File: config.mk
export PLATFORM = sky130hd
export DESIGN_NAME = rxom_output_stage
export DESIGN_NICKNAME = d
export VERILOG_FILES = /design/src/logic/rxom_bus_map.v /design/src/logic/rxom_char_align.v /design/src/logic/rxom_output_stage.v
export VERILOG_INCLUDE_DIRS = /design/src /design/src/logic
export SDC_FILE = /design/constraint.sdc
export NUM_CORES = 1
export LEC_CHECK = 0
export ABC_CLOCK_PERIOD_IN_PS = 2700
export BUFFER_PORTS_ARGS = -buffer_cell sky130_fd_sc_hd__buf_2
export CAP_MARGIN = 0
export CORE_ASPECT_RATIO = 0.5
export CORE_UTILIZATION = 44
export CTS_CLUSTER_SIZE = 25
export DETAILED_ROUTE_END_ITERATION = 16
export PLACE_DENSITY = 0.64
export SLEW_MARGIN = 15
export SYNTH_ARGS = -nofsm -noshare
export SYNTH_HDL_FRONTEND = slang
export SYNTH_SLANG_ARGS = --single-unit
File: constraint.sdc
create_clock -name clk_sys_in -period 2.7 [get_ports clk_sys_in]
set_clock_uncertainty 0.1 [all_clocks]
set_input_delay 0.54 -clock clk_sys_in [delete_from_list [all_inputs] [get_ports clk_sys_in]]
set_output_delay 0.54 -clock clk_sys_in [all_outputs]
set_load 0.005 [all_outputs]
File: src/logic/rxom_consts.vh
// constants for the receive output register and its bus mapping
// assumes inclusion by every rxom design file
`ifndef RXOM_CONSTS_VH
`define RXOM_CONSTS_VH

// widths
`define RXOM_BUS_W        10
`define RXOM_CMDL_W       2
`define RXOM_WORD_W       12
`define RXOM_OFS_W        4
`define RXOM_SYNC_W       6

// positions in the synchronised pin vector
`define RXOM_PIN_CE_N     0
`define RXOM_PIN_REN_N    1
`define RXOM_PIN_ENCODER_BYPASS_SELECT   2
`define RXOM_PIN_BYTE     3
`define RXOM_PIN_FIFO_BYPASS_SELECT  4
`define RXOM_PIN_FRAMING_ENABLE     5

// synchroniser reset value: not addressed, not reading, all paths enabled, framing off
`define RXOM_SYNC_RST     6'h1F

// select handshake states
`define RXOM_ST_W         2
`define RXOM_ST_IDLE      2'h0
`define RXOM_ST_ADDR      2'h1
`define RXOM_ST_READ      2'h2

// output source encodings
`define RXOM_SRC_FIFO     2'h0
`define RXOM_SRC_DEC      2'h1
`define RXOM_SRC_RAW      2'h2

// reset values
`define RXOM_BUS_RST      10'h000
`define RXOM_CMDL_RST     2'h0
`define RXOM_WORD_RST     12'h000

`endif

File: src/logic/rxom_bus_map.v
// receive output pin assignment for the four decoder/width modes
// assumes a combinational caller that registers the results
`timescale 1ns/1ps
`include "rxom_consts.vh"

module rxom_bus_map (
	input  wire                     enc_bypass_n_in,
	input  wire                     byte8_in,
	input  wire                     is_cmd_in,
	input  wire [`RXOM_WORD_W-1:0]  word_in,
	output reg  [`RXOM_BUS_W-1:0]   bus_out,
	output reg  [`RXOM_CMDL_W-1:0]  cmdl_out
);

	always @* begin
		bus_out  = `RXOM_BUS_RST;
		cmdl_out = `RXOM_CMDL_RST;
		if (!enc_bypass_n_in) begin
			// pre-encoded: raw bits, first bit received on bit 0
			bus_out = word_in[9:0];
			if (!byte8_in) begin
				cmdl_out = {word_in[10], word_in[11]};
			end
		end else if (byte8_in) begin
			if (is_cmd_in) begin
				// 4-bit command: bits 3,2 share data pins 8,9
				bus_out[8] = word_in[3];
				bus_out[9] = word_in[2];
				cmdl_out   = word_in[1:0];
			end else begin
				bus_out[7:0] = word_in[7:0];
			end
		end else begin
			if (is_cmd_in) begin
				cmdl_out = word_in[1:0];
			end else begin
				bus_out = word_in[9:0];
			end
		end
	end

endmodule

File: src/logic/rxom_char_align.v
// character aligner for the fully bypassed raw path
// assumes the sync detector supplies a bit offset and a found flag
`timescale 1ns/1ps
`include "rxom_consts.vh"

module rxom_char_align (
	input  wire                     clk_sys_in,
	input  wire                     rst_n_in,
	input  wire                     byte8_in,
	input  wire                     framing_en_in,
	input  wire                     sync_found_in,
	input  wire [`RXOM_OFS_W-1:0]   sync_offset_in,
	input  wire                     raw_valid_in,
	input  wire [`RXOM_WORD_W-1:0]  raw_bits_in,
	output reg  [`RXOM_WORD_W-1:0]  aligned_out
);

	reg  [`RXOM_WORD_W-1:0]   prev_r;
	reg  [`RXOM_WORD_W-1:0]   prev_nxt;
	reg  [`RXOM_OFS_W-1:0]    ofs;
	reg  [2*`RXOM_WORD_W-1:0] win;

	always @* begin
		prev_nxt = raw_valid_in ? raw_bits_in : prev_r;
		// no shift until framed: output may sit off character boundaries
		ofs = (framing_en_in && sync_found_in) ? sync_offset_in : {`RXOM_OFS_W{1'b0}};
		if (!(framing_en_in && sync_found_in)) begin
			// unframed: the character passes as received, possibly off its boundary
			win = {2*`RXOM_WORD_W{1'b0}};
			aligned_out = byte8_in ? {2'h0, raw_bits_in[9:0]} : raw_bits_in;
		end else if (byte8_in) begin
			win = {4'h0, raw_bits_in[9:0], prev_r[9:0]} >> ofs;
			aligned_out = {2'h0, win[9:0]};
		end else begin
			win = {raw_bits_in, prev_r} >> ofs;
			aligned_out = win[`RXOM_WORD_W-1:0];
		end
	end

	always @(posedge clk_sys_in) begin
		if (!rst_n_in) begin
			prev_r <= `RXOM_WORD_RST;
		end else begin
			prev_r <= prev_nxt;
		end
	end

endmodule

File: src/logic/rxom_output_stage.v
// receive output register with select handshake, mode mapping and flag gating
// assumes clk_sys_in is the receive clock; upstream inputs share it, pins do not
//
// Behaviour
// every output register changes only on the rising receive clock edge
// fifo flag outputs float while chip enable is sampled high
// read enable one cycle after chip enable low drives bus and starts read
// pin assignment follows encoder bypass, byte width and fifo bypass inputs
// with fifo and decoder bypassed, raw characters pass straight to output
// framed raw characters are aligned to boundaries once sync is found
// unframed output may be misaligned; host then frames and decodes itself
// encoded 8-bit: data on bits 7..0, or 4-bit command on data pins 8,9 and the two command lines
// encoded 10-bit: data on bits 9..0, or command on two command lines
// pre-encoded 10-bit: raw bits 0..9, first received on bit 0
// pre-encoded 12-bit: bits 0..9, then 11 and 10 on command lines
// receive clock is input with fifo on, character-rate output when bypassed
`timescale 1ns/1ps
`include "rxom_consts.vh"

module rxom_output_stage (
	input  wire                     clk_sys_in,
	input  wire                     rst_n_in,
	input  wire                     chip_enable_n_in,
	input  wire                     receive_read_enable_n_in,
	input  wire                     encoder_bypass_select_in,
	input  wire                     byte_width_select_in,
	input  wire                     fifo_bypass_select_in,
	input  wire                     framing_enable_in,
	input  wire [`RXOM_WORD_W-1:0]  fifo_word_in,
	input  wire                     fifo_is_cmd_in,
	input  wire                     fifo_violation_in,
	input  wire                     fifo_full_in,
	input  wire                     fifo_half_in,
	input  wire                     fifo_empty_in,
	input  wire [`RXOM_WORD_W-1:0]  dec_word_in,
	input  wire                     dec_is_cmd_in,
	input  wire                     dec_violation_in,
	input  wire                     dec_valid_in,
	input  wire [`RXOM_WORD_W-1:0]  raw_bits_in,
	input  wire                     raw_valid_in,
	input  wire                     sync_found_in,
	input  wire [`RXOM_OFS_W-1:0]   sync_offset_in,
	output reg  [`RXOM_BUS_W-1:0]   receive_data_bus_out,
	output reg                      receive_data_bus_oe_out,
	output reg  [`RXOM_CMDL_W-1:0]  receive_command_lines_out,
	output reg                      receive_command_lines_oe_out,
	output reg                      data_command_indicator_out,
	output reg                      code_violation_flag_out,
	output reg                      fifo_full_out,
	output reg                      fifo_half_out,
	output reg                      fifo_empty_out,
	output reg                      fifo_flags_oe_out,
	output reg                      fifo_read_out,
	output reg                      receive_clock_out,
	output reg                      receive_clock_oe_out
);

	// pin synchronisers
	wire [`RXOM_SYNC_W-1:0] pin_raw;
	reg  [`RXOM_SYNC_W-1:0] pin_meta_r;
	reg  [`RXOM_SYNC_W-1:0] pin_r;

	assign pin_raw[`RXOM_PIN_CE_N]    = chip_enable_n_in;
	assign pin_raw[`RXOM_PIN_REN_N]   = receive_read_enable_n_in;
	assign pin_raw[`RXOM_PIN_ENCODER_BYPASS_SELECT]  = encoder_bypass_select_in;
	assign pin_raw[`RXOM_PIN_BYTE]    = byte_width_select_in;
	assign pin_raw[`RXOM_PIN_FIFO_BYPASS_SELECT] = fifo_bypass_select_in;
	assign pin_raw[`RXOM_PIN_FRAMING_ENABLE]    = framing_enable_in;

	// reset level per pin: not addressed, not reading, modes high, framing off
	wire [`RXOM_SYNC_W-1:0] sync_rst = `RXOM_SYNC_RST;

	genvar gi;
	generate
		for (gi = 0; gi < `RXOM_SYNC_W; gi = gi + 1) begin : g_sync
			always @(posedge clk_sys_in) begin
				if (!rst_n_in) begin
					pin_meta_r[gi] <= sync_rst[gi];
					pin_r[gi]      <= sync_rst[gi];
				end else begin
					pin_meta_r[gi] <= pin_raw[gi];
					pin_r[gi]      <= pin_meta_r[gi];
				end
			end
		end
	endgenerate

	wire ce_low     = ~pin_r[`RXOM_PIN_CE_N];
	wire ren_low    = ~pin_r[`RXOM_PIN_REN_N];
	wire enc_on     = pin_r[`RXOM_PIN_ENCODER_BYPASS_SELECT];
	wire byte8      = pin_r[`RXOM_PIN_BYTE];
	wire fifo_on    = pin_r[`RXOM_PIN_FIFO_BYPASS_SELECT];
	wire framing_en = pin_r[`RXOM_PIN_FRAMING_ENABLE];

	// source of the output character from the two bypass selects
	function [1:0] rxom_src;
		input fifo_en;
		input enc_en;
		begin
			if (fifo_en) begin
				rxom_src = `RXOM_SRC_FIFO;
			end else if (enc_en) begin
				rxom_src = `RXOM_SRC_DEC;
			end else begin
				rxom_src = `RXOM_SRC_RAW;
			end
		end
	endfunction

	// select handshake states
	localparam [`RXOM_ST_W-1:0] ST_IDLE = 2'h0;
	localparam [`RXOM_ST_W-1:0] ST_ADDR = 2'h1;
	localparam [`RXOM_ST_W-1:0] ST_READ = 2'h2;

	reg [`RXOM_ST_W-1:0] st_r;
	reg [`RXOM_ST_W-1:0] st_nxt;

	always @* begin
		st_nxt = st_r;
		case (st_r)
			ST_IDLE: begin
				// read enable alone is ignored until addressed
				if (ce_low) begin
					st_nxt = ST_ADDR;
				end
			end
			ST_ADDR: begin
				if (!ce_low) begin
					st_nxt = ST_IDLE;
				end else if (ren_low) begin
					// read enable in the cycle after addressing
					st_nxt = ST_READ;
				end
			end
			ST_READ: begin
				// reads continue back to back while both stay low
				if (!ce_low) begin
					st_nxt = ST_IDLE;
				end else if (!ren_low) begin
					st_nxt = ST_ADDR;
				end
			end
			default: begin
				st_nxt = ST_IDLE;
			end
		endcase
	end

	wire selected = (st_nxt == ST_READ);
	wire [1:0] src = rxom_src(fifo_on, enc_on);

	// pick the character and whether a new one arrives
	reg [`RXOM_WORD_W-1:0] word_sel;
	reg                    is_cmd_sel;
	reg                    code_violation_flag_sel;
	reg                    load;
	reg                    rd_nxt;
	wire [`RXOM_WORD_W-1:0] aligned;

	rxom_char_align u_align (
		.clk_sys_in     (clk_sys_in),
		.rst_n_in       (rst_n_in),
		.byte8_in       (byte8),
		.framing_en_in  (framing_en),
		.sync_found_in  (sync_found_in),
		.sync_offset_in (sync_offset_in),
		.raw_valid_in   (raw_valid_in),
		.raw_bits_in    (raw_bits_in),
		.aligned_out    (aligned)
	);

	always @* begin
		word_sel   = fifo_word_in;
		is_cmd_sel = fifo_is_cmd_in;
		code_violation_flag_sel   = fifo_violation_in;
		load       = 1'b0;
		rd_nxt     = 1'b0;
		case (src)
			`RXOM_SRC_FIFO: begin
				// a read cycle only while selected and something is stored
				rd_nxt = selected & ~fifo_empty_in;
				load   = rd_nxt;
			end
			`RXOM_SRC_DEC: begin
				word_sel   = dec_word_in;
				is_cmd_sel = dec_is_cmd_in;
				code_violation_flag_sel   = dec_violation_in;
				load       = dec_valid_in;
			end
			`RXOM_SRC_RAW: begin
				// no buffer, no decode: every raw character reaches the output
				word_sel   = aligned;
				is_cmd_sel = 1'b0;
				code_violation_flag_sel   = 1'b0;
				load       = raw_valid_in;
			end
			default: begin
				load = 1'b0;
			end
		endcase
	end

	wire [`RXOM_BUS_W-1:0]  bus_map;
	wire [`RXOM_CMDL_W-1:0] cmdl_map;

	rxom_bus_map u_map (
		.enc_bypass_n_in (enc_on),
		.byte8_in        (byte8),
		.is_cmd_in       (is_cmd_sel),
		.word_in         (word_sel),
		.bus_out         (bus_map),
		.cmdl_out        (cmdl_map)
	);

	wire pre_encoded = ~enc_on;

	// handshake state
	always @(posedge clk_sys_in) begin
		if (!rst_n_in) begin
			st_r <= ST_IDLE;
		end else begin
			st_r <= st_nxt;
		end
	end

	// character register: holds until the next character is loaded
	always @(posedge clk_sys_in) begin
		if (!rst_n_in) begin
			receive_data_bus_out       <= `RXOM_BUS_RST;
			receive_command_lines_out  <= `RXOM_CMDL_RST;
			data_command_indicator_out <= 1'b0;
			code_violation_flag_out    <= 1'b0;
		end else if (load) begin
			receive_data_bus_out      <= bus_map;
			receive_command_lines_out <= cmdl_map;
			// pre-encoded modes carry no indicator or violation
			data_command_indicator_out <= is_cmd_sel & ~pre_encoded;
			code_violation_flag_out    <= code_violation_flag_sel & ~pre_encoded;
		end
	end

	// bus drivers follow the select handshake, not the character loads
	always @(posedge clk_sys_in) begin
		if (!rst_n_in) begin
			receive_data_bus_oe_out      <= 1'b0;
			receive_command_lines_oe_out <= 1'b0;
		end else begin
			receive_data_bus_oe_out      <= selected;
			receive_command_lines_oe_out <= selected;
		end
	end

	// one read strobe per character taken from the fifo
	always @(posedge clk_sys_in) begin
		if (!rst_n_in) begin
			fifo_read_out <= 1'b0;
		end else begin
			fifo_read_out <= rd_nxt;
		end
	end

	// status flags: registered copies, driven only while addressed
	always @(posedge clk_sys_in) begin
		if (!rst_n_in) begin
			fifo_full_out     <= 1'b0;
			fifo_half_out     <= 1'b0;
			fifo_empty_out    <= 1'b1;
			fifo_flags_oe_out <= 1'b0;
		end else begin
			fifo_full_out     <= fifo_full_in;
			fifo_half_out     <= fifo_half_in;
			fifo_empty_out    <= fifo_empty_in;
			fifo_flags_oe_out <= ce_low;
		end
	end

	// character-rate strobe driven out only with the fifo bypassed
	always @(posedge clk_sys_in) begin
		if (!rst_n_in) begin
			receive_clock_out    <= 1'b0;
			receive_clock_oe_out <= 1'b0;
		end else begin
			receive_clock_oe_out <= ~fifo_on;
			receive_clock_out    <= ~fifo_on & load;
		end
	end

endmodule

-- After elaboration in Yosys (flattened, before gate mapping)
Index checks and enable logic that the tools add are counted.
- flip-flop bits (word level): 48
- bits in latches: 0
- memory bits (writable): 0
- ROM bits: 0
- output and inout port bits: 23
- memories kept: 0
- $add $sub $neg: 0
- $mul: 0
- div/mod/pow operators: 0
- magnitude comparators: 0
- equality and inequality tests: 5
- shifts and indexed selects: 2
- muxes and demuxes: 24
- bitwise logic cells: 7
- reduce and logical (&&, ||, !) cells: 4
- operators by type and width (kind ; number):
    two-way mux 12 bit ; 3
    two-way mux 10 bit ; 3
    one-hot mux 12 bit (2 select lines) ; 1
    >> shifter 24 x 4 -> 12 bit ; 1
    two-way mux 2 bit ; 11
    >> shifter 20 x 4 -> 10 bit ; 1
    two-way mux 8 bit ; 1
    equality test 2 bit, second input constant ; 3
    one-hot mux 2 bit (3 select lines) ; 1
    AND 1 bit ; 4
    equality test 2 x 1 -> 1 bit, second input constant ; 2
    logical NOT 2 bit ; 2
    two-way mux 4 bit ; 1
    one-hot mux 1 bit (2 select lines) ; 2
    NOT 1 bit ; 3
    one-hot mux 1 bit (3 select lines) ; 1
    AND reduction 2 bit ; 1
    logical AND 1 bit ; 1

-- Logic depth before layout (Yosys ltp)
Gate-level depths: netlist of the first run.
- depth after elaboration: 9
- gate-level depth with buffers: 9

-- By module
A second synthesis of the first run with hierarchy kept.
- cell total of the unflattened synthesis: 466
- area, all modules: 3671.0 um^2
- modules (own cells, without submodules) (module ; times used ; cells each ; area each (um^2)):
    rxom_char_align ; 1 ; 287 ; 2023.2
    rxom_output_stage ; 1 ; 161 ; 1530.2
    rxom_bus_map ; 1 ; 18 ; 117.6

-- Least setup slack after synthesis of the first run
OpenSTA, ideal clock, no wires.
- kind: in2reg
- start: in sync_offset_in[0]
- end: reg receive_data_bus_out[3]
- library setup time: 136 ps
- arrival time: 2010 ps
- path slack: 454 ps
- stages: 8
- cell sequence: buf_2 -> and3_1 -> buf_2 -> a221oi_1 -> a21oi_1 -> and3_1 -> a2111oi_0 -> o32ai_1
- word-level cells in the longest chain between the ends: 8
- elaborated cells between the ends (all ways): 10
- classes of those cells: shift (2); mux (8)
- ends and longest elaborated chain (item ; RTL line ; RTL):
    start, declared ; rxom_output_stage.v:42 ; input wire [`RXOM_OFS_W-1:0] sync_offset_in,
    two-way mux 4 bit (*) ; rxom_char_align.v:26 ; ofs = (framing_en_in && sync_found_in) ? sync_offset_in : {`RXOM_OFS_W{1'b0}};
    >> shifter 24 x 4 -> 12 bit / >> shifter 20 x 4 -> 10 bit (equally long branches) ; rxom_char_align.v:35, rxom_char_align.v:32 ;
    two-way mux 12 bit (*) ; rxom_char_align.v:31 ; end else if (byte8_in) begin
    two-way mux 12 bit (*) ; rxom_char_align.v:27 ; if (!(framing_en_in && sync_found_in)) begin
    one-hot mux 12 bit (2 select lines) (*) ; rxom_output_stage.v:178 ; case (src)
    two-way mux 10 bit / two-way mux 8 bit (equally long branches) ; rxom_bus_map.v:34, rxom_bus_map.v:25 ;
    two-way mux 10 bit ; rxom_bus_map.v:24 ; end else if (byte8_in) begin
    two-way mux 10 bit (*) ; rxom_bus_map.v:18 ; if (!enc_bypass_n_in) begin
    end signal, assigned ; rxom_output_stage.v:229 ; receive_data_bus_out <= `RXOM_BUS_RST;
    end signal, assigned ; rxom_output_stage.v:234 ; receive_data_bus_out <= bus_map;
    end, declared ; rxom_output_stage.v:43 ; output reg [`RXOM_BUS_W-1:0] receive_data_bus_out,
Every way passes the cells marked *; elsewhere a longest branch is shown, timed or not.
A chain may end at the register's enable or synchronous reset.

-- Worst setup path in the final report of the first run
- start: reg pin_r[5] (netlist: framing_en)
- end: reg receive_data_bus_out[3]
- word-level cells in the longest chain between the ends: 9
- elaborated cells between the ends (all ways): 11
- classes of those cells: shift (2); mux (8); reduce/logical (1)
- ends and longest elaborated chain (item ; RTL line ; RTL):
    start, declared ; rxom_output_stage.v:61 ; reg [`RXOM_SYNC_W-1:0] pin_r;
    start signal, assigned by index ; rxom_output_stage.v:79 ; pin_r[gi] <= sync_rst[gi];
    start signal, assigned by index ; rxom_output_stage.v:82 ; pin_r[gi] <= pin_meta_r[gi];
    logical AND 1 bit (*) ; rxom_char_align.v:26, rxom_char_align.v:27 ;
    two-way mux 4 bit ; rxom_char_align.v:26 ;
    >> shifter 24 x 4 -> 12 bit / >> shifter 20 x 4 -> 10 bit (equally long branches) ; rxom_char_align.v:35, rxom_char_align.v:32 ;
    two-way mux 12 bit ; rxom_char_align.v:31 ;
    two-way mux 12 bit (*) ; rxom_char_align.v:27 ;
    one-hot mux 12 bit (2 select lines) (*) ; rxom_output_stage.v:178 ;
    two-way mux 10 bit / two-way mux 8 bit (equally long branches) ; rxom_bus_map.v:34, rxom_bus_map.v:25 ;
    two-way mux 10 bit ; rxom_bus_map.v:24 ;
    two-way mux 10 bit (*) ; rxom_bus_map.v:18 ;
Marked as above.

==> impl_summary.md, run 1 <==
Outcome
The flow ran to the end, and the final reports show no timing, DRC or antenna violations.

Detailed routing
The detailed router's first-iteration violation count is 421. After detailed routing, the average wire length per cell comes to 20.3 um. The total DRC errors in the routed layout is 0.

The routed wire length is 13.4 mm. The post-detailed-route via-to-cell ratio is 6.11. Detailed routing inserted a total of 4,041 vias. Once detail routing completed, the nets flagged for antenna violations numbered 0. The first TritonRoute pass finished after 5 iterations.

Synth
Averaged over all synthesized cells, the footprint is 7.68 sq um. Synthesis produced a netlist with a net count of 518. Counting flops with a built-in enable in the synthesized netlist gives 0. The top cell type's share of synthesized area is 27.2%. sky130_fd_sc_hd__dfxtp_1 takes more of the synthesized area than any other cell. In the synthesized netlist, the cells that appear most often are sky130_fd_sc_hd__dfxtp_1, sky130_fd_sc_hd__nand2_1, sky130_fd_sc_hd__nor2_1. For this run, the leading register cell type out of synthesis is sky130_fd_sc_hd__dfxtp_1.

Ranked by total cell area, the synthesized netlist is headed by sky130_fd_sc_hd__dfxtp_1, sky130_fd_sc_hd__mux2i_1, sky130_fd_sc_hd__nand2_1. Yosys instantiated no cell more often than sky130_fd_sc_hd__dfxtp_1. The cell area that synthesis handed to floorplanning was 3530 sq um.

The sequential area share after synthesis is 27.2%. The number of different library cells in the post-synthesis netlist is 70. The number of standard cells after synthesis is 460. The proportion of register bits with asynchronous set or reset after synthesis is 0%.

During synthesis, Yosys emitted a total of 0 warnings. The number of synthesized register bits is 48.

Worst setup path
The critical path data required time is 2.76 ns. In this run the worst path has a maximum fanout of 7. The kind of start point of the critical path is a flip-flop. The setup path with the least slack is of type flip-flop to flip-flop.

The critical path goes through buf_4 -> and3_1 -> a22oi_1 -> o21ai_1 -> o21ai_0 -> a2111oi_0 -> o32ai_1. The arrival time of data at the critical path endpoint is 2.59 ns. The delay of the slowest critical-path stage is 0.61 ns.

The cell with the largest stage delay on the worst path is sky130_fd_sc_hd__a2111oi_0. The worst setup path is captured at a flip-flop.

Timing
The worst slew margin relative to its limit is 52.0%. The minimum setup slack in the final design is 0.168 ns. The count of final setup violators is 0. The count of pins over their slew limit is 0. Dividing the final minimum period by the clock period gives 93.8%. The final count of hold timing violations came to 0. Setup repair after global routing left no endpoint under its margin. In the final timing run, aggregate negative setup slack is 0 ns. Timing would allow up to 0.395 GHz. The worst hold slack after final layout is 0.308 ns.

The shortest period the worst path allows is 2.53 ns. The measured slew at the worst slew-check pin is 0.720 ns.

Clock tree
The library cell used as clock root buffer is sky130_fd_sc_hd__clkbuf_16. The number of H-tree levels is 2. Post-CTS timing repair inserted 0 buffers for setup. The clock-pin slew of the registers on the worst-case setup and hold paths is 0.07 ns. The buffer levels on the longest clock path is 2. The clock net in this run drives a total of 48 sinks. The latest clock arrival within the worst-skew pair is 0.30 ns. The quantity of hold-fixing buffers added after cts is 0. The count of cells resized by post-cts repair is 0. The clock tree from TritonCTS is done. The CTS buffer count is 5.

Floorplanning
In this run the core area contains 22 standard-cell rows. The die boundary height is 65.4 um. Once the floorplan was initialized, standard cells occupied 46.8% of the core. The total area inside the core boundary comes to 7540 sq um. The count of boundary I/O pins is 81. The die covers 8410 sq um. The die width is 129 um.

Finish
With fillers left out, the area of the finished cells amounts to 4400 sq um. The number of diodes is 0. The growth of design area from synthesis to finish is 24.4%. The fraction of layout instances using a drive strength above 1 is 26.8%. After the last flow step, the layout net total stands at 611. After filler insertion, the fill cell instance count of the layout stands at 763. For this run, the share of the core covered by cells in the final layout is 58.3%.

Pwr
For this design the static power due to leakage is 1.94 nW. Across the VDD grid, the largest voltage drop is 0.260 mV. The net switching share of the total power is 30.4%. For this design the total switching power over the nets is 0.555 mW. Combinational logic burns 22.5% of the power.

The share of total power dissipated in sequential elements is 41.5%. Dividing total power by cell area gives a power density of 416 nW/um^2. Of the total power, the clock network draws 36.0%. Internal power comes to 1.27 mW.

Placed design
Before CTS, the worst setup slack after placement is -0.0357 ns. The cell area after placement is 4250 sq um. Detailed placement finished with a half-perimeter wire length of 10.1 mm. The final RePlAce weighted congestion is 0.968.

Input and output buffers added on the ports amount to 78.

Run
The tool flagged a number of max-cap violations equal to 0.

Hold path
The path type of the worst min-delay path is flip-flop to flip-flop.

Global route
Entering global routing, the biggest net connects 29 pins. Global routing finished with a remaining overflow of 0. The via count of the first global-routing pass was 3,683.

The first global-routing pass estimated 20.9 mm of wire. The combined global-route utilization of all metal layers is 33.4%. The number of antenna violations at the first check in global routing came to 0.
[sequential cells by signal (all words and copies together), names as in the netlist]
name and cells:
byte8 1, code_violation_flag_out 1, data_command_indicator_out 1, enc_on 1, fifo_empty_out 1, fifo_flags_oe_out 1
fifo_full_out 1, fifo_half_out 1, fifo_on 1, fifo_read_out 1, framing_en 1, pin_meta_r 6
pin_r 2, receive_clock_oe_out 1, receive_clock_out 1, receive_command_lines_oe_out 1, receive_command_lines_out 2, receive_data_bus_out 10
st_r 2, u_align.prev_r 12
[per-stage QoR]
| step | total power, mW | instances |
|---|---|---|
| 6_report | 1.83 | 661 |
| 5_1_grt | 1.90 | 661 |
| 4_1_cts | 1.82 | 661 |
| 3_5_place_dp | 1.17 | 654 |
| 3_3_place_gp | 1.17 | 654 |
| 2_1_floorplan | 0.997 | 460 |
[placed cells by master, fill, tap and decap left out, types with 11 or more instances in the layout]
| master | Yosys | layout |
|---|---|---|
| sky130_fd_sc_hd__inv_1 | 12 | 12 |
| sky130_fd_sc_hd__dfxtp_1 | 48 | 48 |
| sky130_fd_sc_hd__nor3_1 | 11 | 11 |
| sky130_fd_sc_hd__buf_2 | 11 | 78 |
| sky130_fd_sc_hd__nand2_1 | 43 | 43 |
| sky130_fd_sc_hd__buf_4 | 2 | 50 |
| sky130_fd_sc_hd__mux2i_1 | 31 | 31 |
| sky130_fd_sc_hd__nand2b_1 | 19 | 19 |
| sky130_fd_sc_hd__o21ai_0 | 23 | 23 |
| sky130_fd_sc_hd__nor2_1 | 39 | 39 |
| sky130_fd_sc_hd__a21oi_1 | 29 | 29 |
[final timing paths]
check	startpoint	end	slack, ns	cells after the start
hold / removal	pin_meta_r[2]	enc_on	0.31	1
setup / recovery	framing_en	receive_data_bus_out[3]	0.17	7
setup reg to reg	framing_en	receive_data_bus_out[3]	0.17	7
hold reg to reg	pin_meta_r[2]	enc_on	0.31	1
[critical path: cells and delay by family (launching register included)]
family	cells	cell delay, ns
buffers and inverters	1	0.20
AOI/OAI and AO/OA	5	1.27
and+or+nand+nor	1	0.30
DFF	1	0.53
[layer usage]
layer  global-route usage (%)  share of wire [%]  vias up  routed length [um]
li1                         -                  -     1914                   -
met1                     50.2                 49     1909                6500
met2                     48.4                 40      205                5410
met3                     6.51                 10       13                1340
met4                     7.21                1.0        0                 139
met5                        0                  0        -                   0
[cell type report]
cell class / count / area [sq um] / share of cell area [%]
tap: 108 / 135 / 3.07
clock inverter: 1 / 8.76 / 0.199
inverter: 15 / 56.3 / 1.28
clock buffer: 6 / 139 / 3.16
multi-input combinational: 355 / 2330 / 53.0
sequential: 48 / 961 / 21.9
timing repair buffer: 128 / 766 / 17.4
[cells by family (layout without fill, tap and decap cells)]
| kind of cell | Yosys count | in the layout | share of synthesized area [%] |
|---|---|---|---|
| and+or+nand+nor | 166 | 166 | 23.9 |
| DFF | 48 | 48 | 27.2 |
| muxes | 35 | 35 | 10.1 |
| AOI/OAI and AO/OA | 153 | 153 | 31.7 |
| xor gates and xnor gates | 1 | 1 | 0.248 |
| buffers and inverters | 57 | 150 | 6.90 |
[power by group through the flow]
stage	logic, mW	clock network (mW)	registers, mW
2_1_floorplan	0.231	0	0.766
3_3_place_gp	0.397	0	0.774
3_5_place_dp	0.398	0	0.774
4_1_cts	0.400	0.666	0.758
5_1_grt	0.442	0.700	0.761
6_report	0.411	0.659	0.758
No activity file was read; power rests on OpenSTA's default activity.
==> inputs of run 2 (changes only) <==
--- a/config.mk
+++ b/config.mk
@@ -6,14 +6,14 @@
 export SDC_FILE = /design/constraint.sdc
 export NUM_CORES = 1
 export LEC_CHECK = 0
-export ABC_CLOCK_PERIOD_IN_PS = 2700
+export ABC_CLOCK_PERIOD_IN_PS = 3170
 export BUFFER_PORTS_ARGS = -buffer_cell sky130_fd_sc_hd__buf_2
 export CAP_MARGIN = 0
 export CORE_ASPECT_RATIO = 0.5
-export CORE_UTILIZATION = 44
+export CORE_UTILIZATION = 39
 export CTS_CLUSTER_SIZE = 25
 export DETAILED_ROUTE_END_ITERATION = 16
-export PLACE_DENSITY = 0.64
+export PLACE_DENSITY = 0.58
 export SLEW_MARGIN = 15
 export SYNTH_ARGS = -nofsm -noshare
 export SYNTH_HDL_FRONTEND = slang
==> constraint.sdc (replaced) <==
create_clock -name clk_sys_in -period 3.17 [get_ports clk_sys_in]
set_clock_uncertainty 0.1 [all_clocks]
set_input_delay 0.634 -clock clk_sys_in [delete_from_list [all_inputs] [get_ports clk_sys_in]]
set_output_delay 0.634 -clock clk_sys_in [all_outputs]
set_load 0.005 [all_outputs]
==> impl_summary.md, run 2 (synthesis results as in run 1) <==
Floorplanning
The core region area is 8740 sq um (was 7540 sq um). The die boundary height is 69.3 um (was 65.4 um). The count of boundary I/O pins is 81 (unchanged). The starting density of the core was 40.4% (was 46.8%). The area enclosed by the die boundary is 9470 sq um (was 8410 sq um).

The die width was 137 um (was 129 um). The number of placement rows is 24 (was 22).

Worst setup path
The cell with the largest stage delay on the worst path is sky130_fd_sc_hd__dfxtp_1 (was sky130_fd_sc_hd__a2111oi_0). The delay of the slowest critical-path stage is 0.60 ns (was 0.61 ns). The number of cells traversed by the worst register-to-register path is 7 (unchanged). The type of destination of the critical path is a flip-flop (unchanged). The critical path data required time is 3.24 ns (was 2.76 ns). The top cell family by delay on the critical path is compound AO/OA/AOI/OAI gates (unchanged). The endpoint of the most critical register-to-register path is receive_data_bus_out[3] (unchanged). The biggest fanout along the worst timing path is 12 (was 7).

The kind of start point of the critical path is a flip-flop (unchanged). The setup slack of the most critical reg-to-reg path is 0.47 ns (was 0.17 ns). Worst path cell trace: and3_1 -> a2bb2oi_2 -> a32oi_1 -> nor2_1 -> a2111oi_0 -> buf_4 -> o32ai_1 (was buf_4 -> and3_1 -> a22oi_1 -> o21ai_1 -> o21ai_0 -> a2111oi_0 -> o32ai_1). The buffering stage count on the worst path with inverters included is 1 (unchanged). The startpoint-to-endpoint class of the critical path was flip-flop to flip-flop (unchanged). The arrival time of data at the critical path endpoint is 2.77 ns (was 2.59 ns). The startpoint of the most critical register-to-register path is framing_en (unchanged).

Clock tree
The buffer levels on the longest clock path is 2 (unchanged). The number of H-tree levels was 2 (unchanged). The clock tree from TritonCTS is done (unchanged).

The latest clock arrival within the worst-skew pair is 0.30 ns (about the same). The clock-pin slew of the registers on the worst-case setup and hold paths is 0.08 ns (was 0.07 ns). The number of buffers inserted to repair setup after CTS was 0 (unchanged). The count of cells resized by post-cts repair is 0 (unchanged).

The CTS buffer count came to 5 (unchanged). The CTS sink count is 48 (unchanged). The quantity of hold-fixing buffers added after cts was 0 (unchanged). The library cell used as clock root buffer is sky130_fd_sc_hd__clkbuf_16 (unchanged).

Hold path
The startpoint of the most critical hold path is pin_meta_r[2] (unchanged). The endpoint of the worst hold-timing path is enc_on (unchanged). The cell depth of the worst hold path is 1 (unchanged). The path type of the worst min-delay path was flip-flop to flip-flop (unchanged).

Placed design
The cell area after placement is 4120 sq um (was 4250 sq um). The detailed-placement wirelength estimate was 9.36 mm (was 10.1 mm). The pre-CTS setup slack is 0.252 ns (was -0.0357 ns).

The final RePlAce weighted congestion is 0.975 (was 0.968). The count of buffers inserted at the top-level ports was 78 (unchanged).

Timing
The final period utilization came to 85.1% (was 93.8%). The final count of hold timing violations was 0 (unchanged). The worst slew margin relative to its limit is 60.8% (was 52.0%). Unrepaired setup endpoints after global routing: no (unchanged). The minimum setup slack in the final design was 0.471 ns (was 0.168 ns). The count of final setup violators is 0 (unchanged). The count of pins over their slew limit was 0 (unchanged). The aggregate negative setup slack was 0 ns (unchanged).

The achievable frequency was 0.371 GHz (was 0.395 GHz). The shortest period the worst path allows is 2.70 ns (was 2.53 ns). The worst hold slack after final layout is 0.305 ns (was 0.308 ns). The measured slew at the worst slew-check pin is 0.572 ns (was 0.720 ns).

Finish
The growth of design area from synthesis to finish is 21.5% (was 24.4%). The total number of nets in the final design is 592 (was 611). Largest registers: u_align.prev_r: 12 flops, receive_data_bus_out: 10 flops, pin_meta_r: 6 flops (unchanged). The fraction of layout instances using a drive strength above 1 is 24.3% (was 26.8%). The design area came to 4290 sq um (was 4400 sq um).

The register bank with the most flops is u_align.prev_r (unchanged). The flip-flop count of the largest register after layout is 12 (unchanged). The most common cell after layout, fill and taps aside is sky130_fd_sc_hd__buf_2 (unchanged). Commonest cells after routing, fill and taps aside: sky130_fd_sc_hd__buf_2, sky130_fd_sc_hd__dfxtp_1, sky130_fd_sc_hd__nand2_1 (was sky130_fd_sc_hd__buf_2, sky130_fd_sc_hd__buf_4, sky130_fd_sc_hd__dfxtp_1). The number of diodes is 0 (unchanged).

Run
The count of maximum capacitance violations is 0 (unchanged).

Pwr
The total power was 1.63 mW (was 1.83 mW). The maximum VDD drop was 0.222 mV (was 0.260 mV). The total power density per cell area was 379 nW/um^2 (was 416 nW/um^2). The static leakage power is 1.86 nW (was 1.94 nW).

Global route
The via count of the first global-routing pass is 3,668 (was 3,683). The global route total overflow is 0 (unchanged). The first-pass GRT wire length is 20.3 mm (was 20.9 mm).

The combined global-route utilization of all metal layers is 28.1% (was 33.4%). The number of antenna violations at the first check in global routing is 0 (unchanged). The pin count of the biggest net entering global routing is 30 (was 29).

Detailed routing
The count of nets left with antenna violations after detail routing was 0 (unchanged). The routed wire length is 12.6 mm (was 13.4 mm). The via count of the routed design is 3,953 (was 4,041). The routed wirelength normalized by instance count is 19.4 um (was 20.3 um). The detailed router's first-iteration violation count is 399 (was 421). The total iterations of the first detailed-routing run was 7 (was 5). The total DRC errors in the routed layout is 0 (unchanged). The post-detailed-route via-to-cell ratio is 6.06 (was 6.11).

Outcome
Outcome: complete, no violations (unchanged).
## run 2: changes by cell type in the layout (fill, tap and decap cells not counted), sizes merged
cell and delta:
bufinv +1, buf -19
## run 2: how the worst max path moves through the flow
stage	startpoint	end	slack, ns	cells after the start
6_report	framing_en	receive_data_bus_out[3]	0.47	7
4_1_cts	framing_en	receive_data_bus_out[3]	0.49	7
3_5_place_dp	sync_found_in	receive_data_bus_out[3]	0.25	8
3_3_place_gp	sync_found_in	receive_data_bus_out[3]	0.19	8
2_1_floorplan	sync_offset_in[0]	receive_data_bus_out[3]	0.83	8
5_1_grt	framing_en	receive_data_bus_out[3]	0.29	7
## run 2: power breakdown
part	internal [mW]	leakage (nW)	switching, mW	total [mW]
sequential	0.626	0.394	0.0191	0.645
combinational	0.135	1.38	0.195	0.329
clock	0.396	0.0871	0.258	0.654
total	1.16	1.86	0.471	1.63
## run 2: area by class of cell
type,instances,area (sq um)
Clock buffer,6,139
Clock inverter,2,38.8
Fill cell,872,4450
Inverter,15,56.3
Multi-Input combinational cell,355,2330
Sequential cell,48,961
Tap cell,117,146
Timing Repair Buffer,109,623
## run 2: worst register-to-register path, cell delays in order (launching register included)
cell	delay (ns)
sky130_fd_sc_hd__dfxtp_1	0.60
sky130_fd_sc_hd__and3_1	0.57
sky130_fd_sc_hd__a2bb2oi_2	0.18
sky130_fd_sc_hd__a32oi_1	0.33
sky130_fd_sc_hd__nor2_1	0.07
sky130_fd_sc_hd__a2111oi_0	0.46
sky130_fd_sc_hd__buf_4	0.19
sky130_fd_sc_hd__o32ai_1	0.08
## run 2: metal layers
| metal | part of all wire, % | wire length, um | up-vias | global-route usage, % |
|---|---|---|---|---|
| li1 | - | - | 1878 | - |
| met1 | 47 | 5920 | 1849 | 41.4 |
| met2 | 41 | 5170 | 210 | 39.4 |
| met3 | 11 | 1370 | 16 | 7.89 |
| met4 | 1.5 | 193 | 0 | 7.28 |
| met5 | 0 | 0 | - | 0 |
## run 2: metrics by stage
stage                     instances  util (%)
after floorplan                 460         -
after global placement          644      47.1
after detailed placement        644      47.1
after CTS                       652      49.1
after global routing            652      49.1
final                           652      49.1
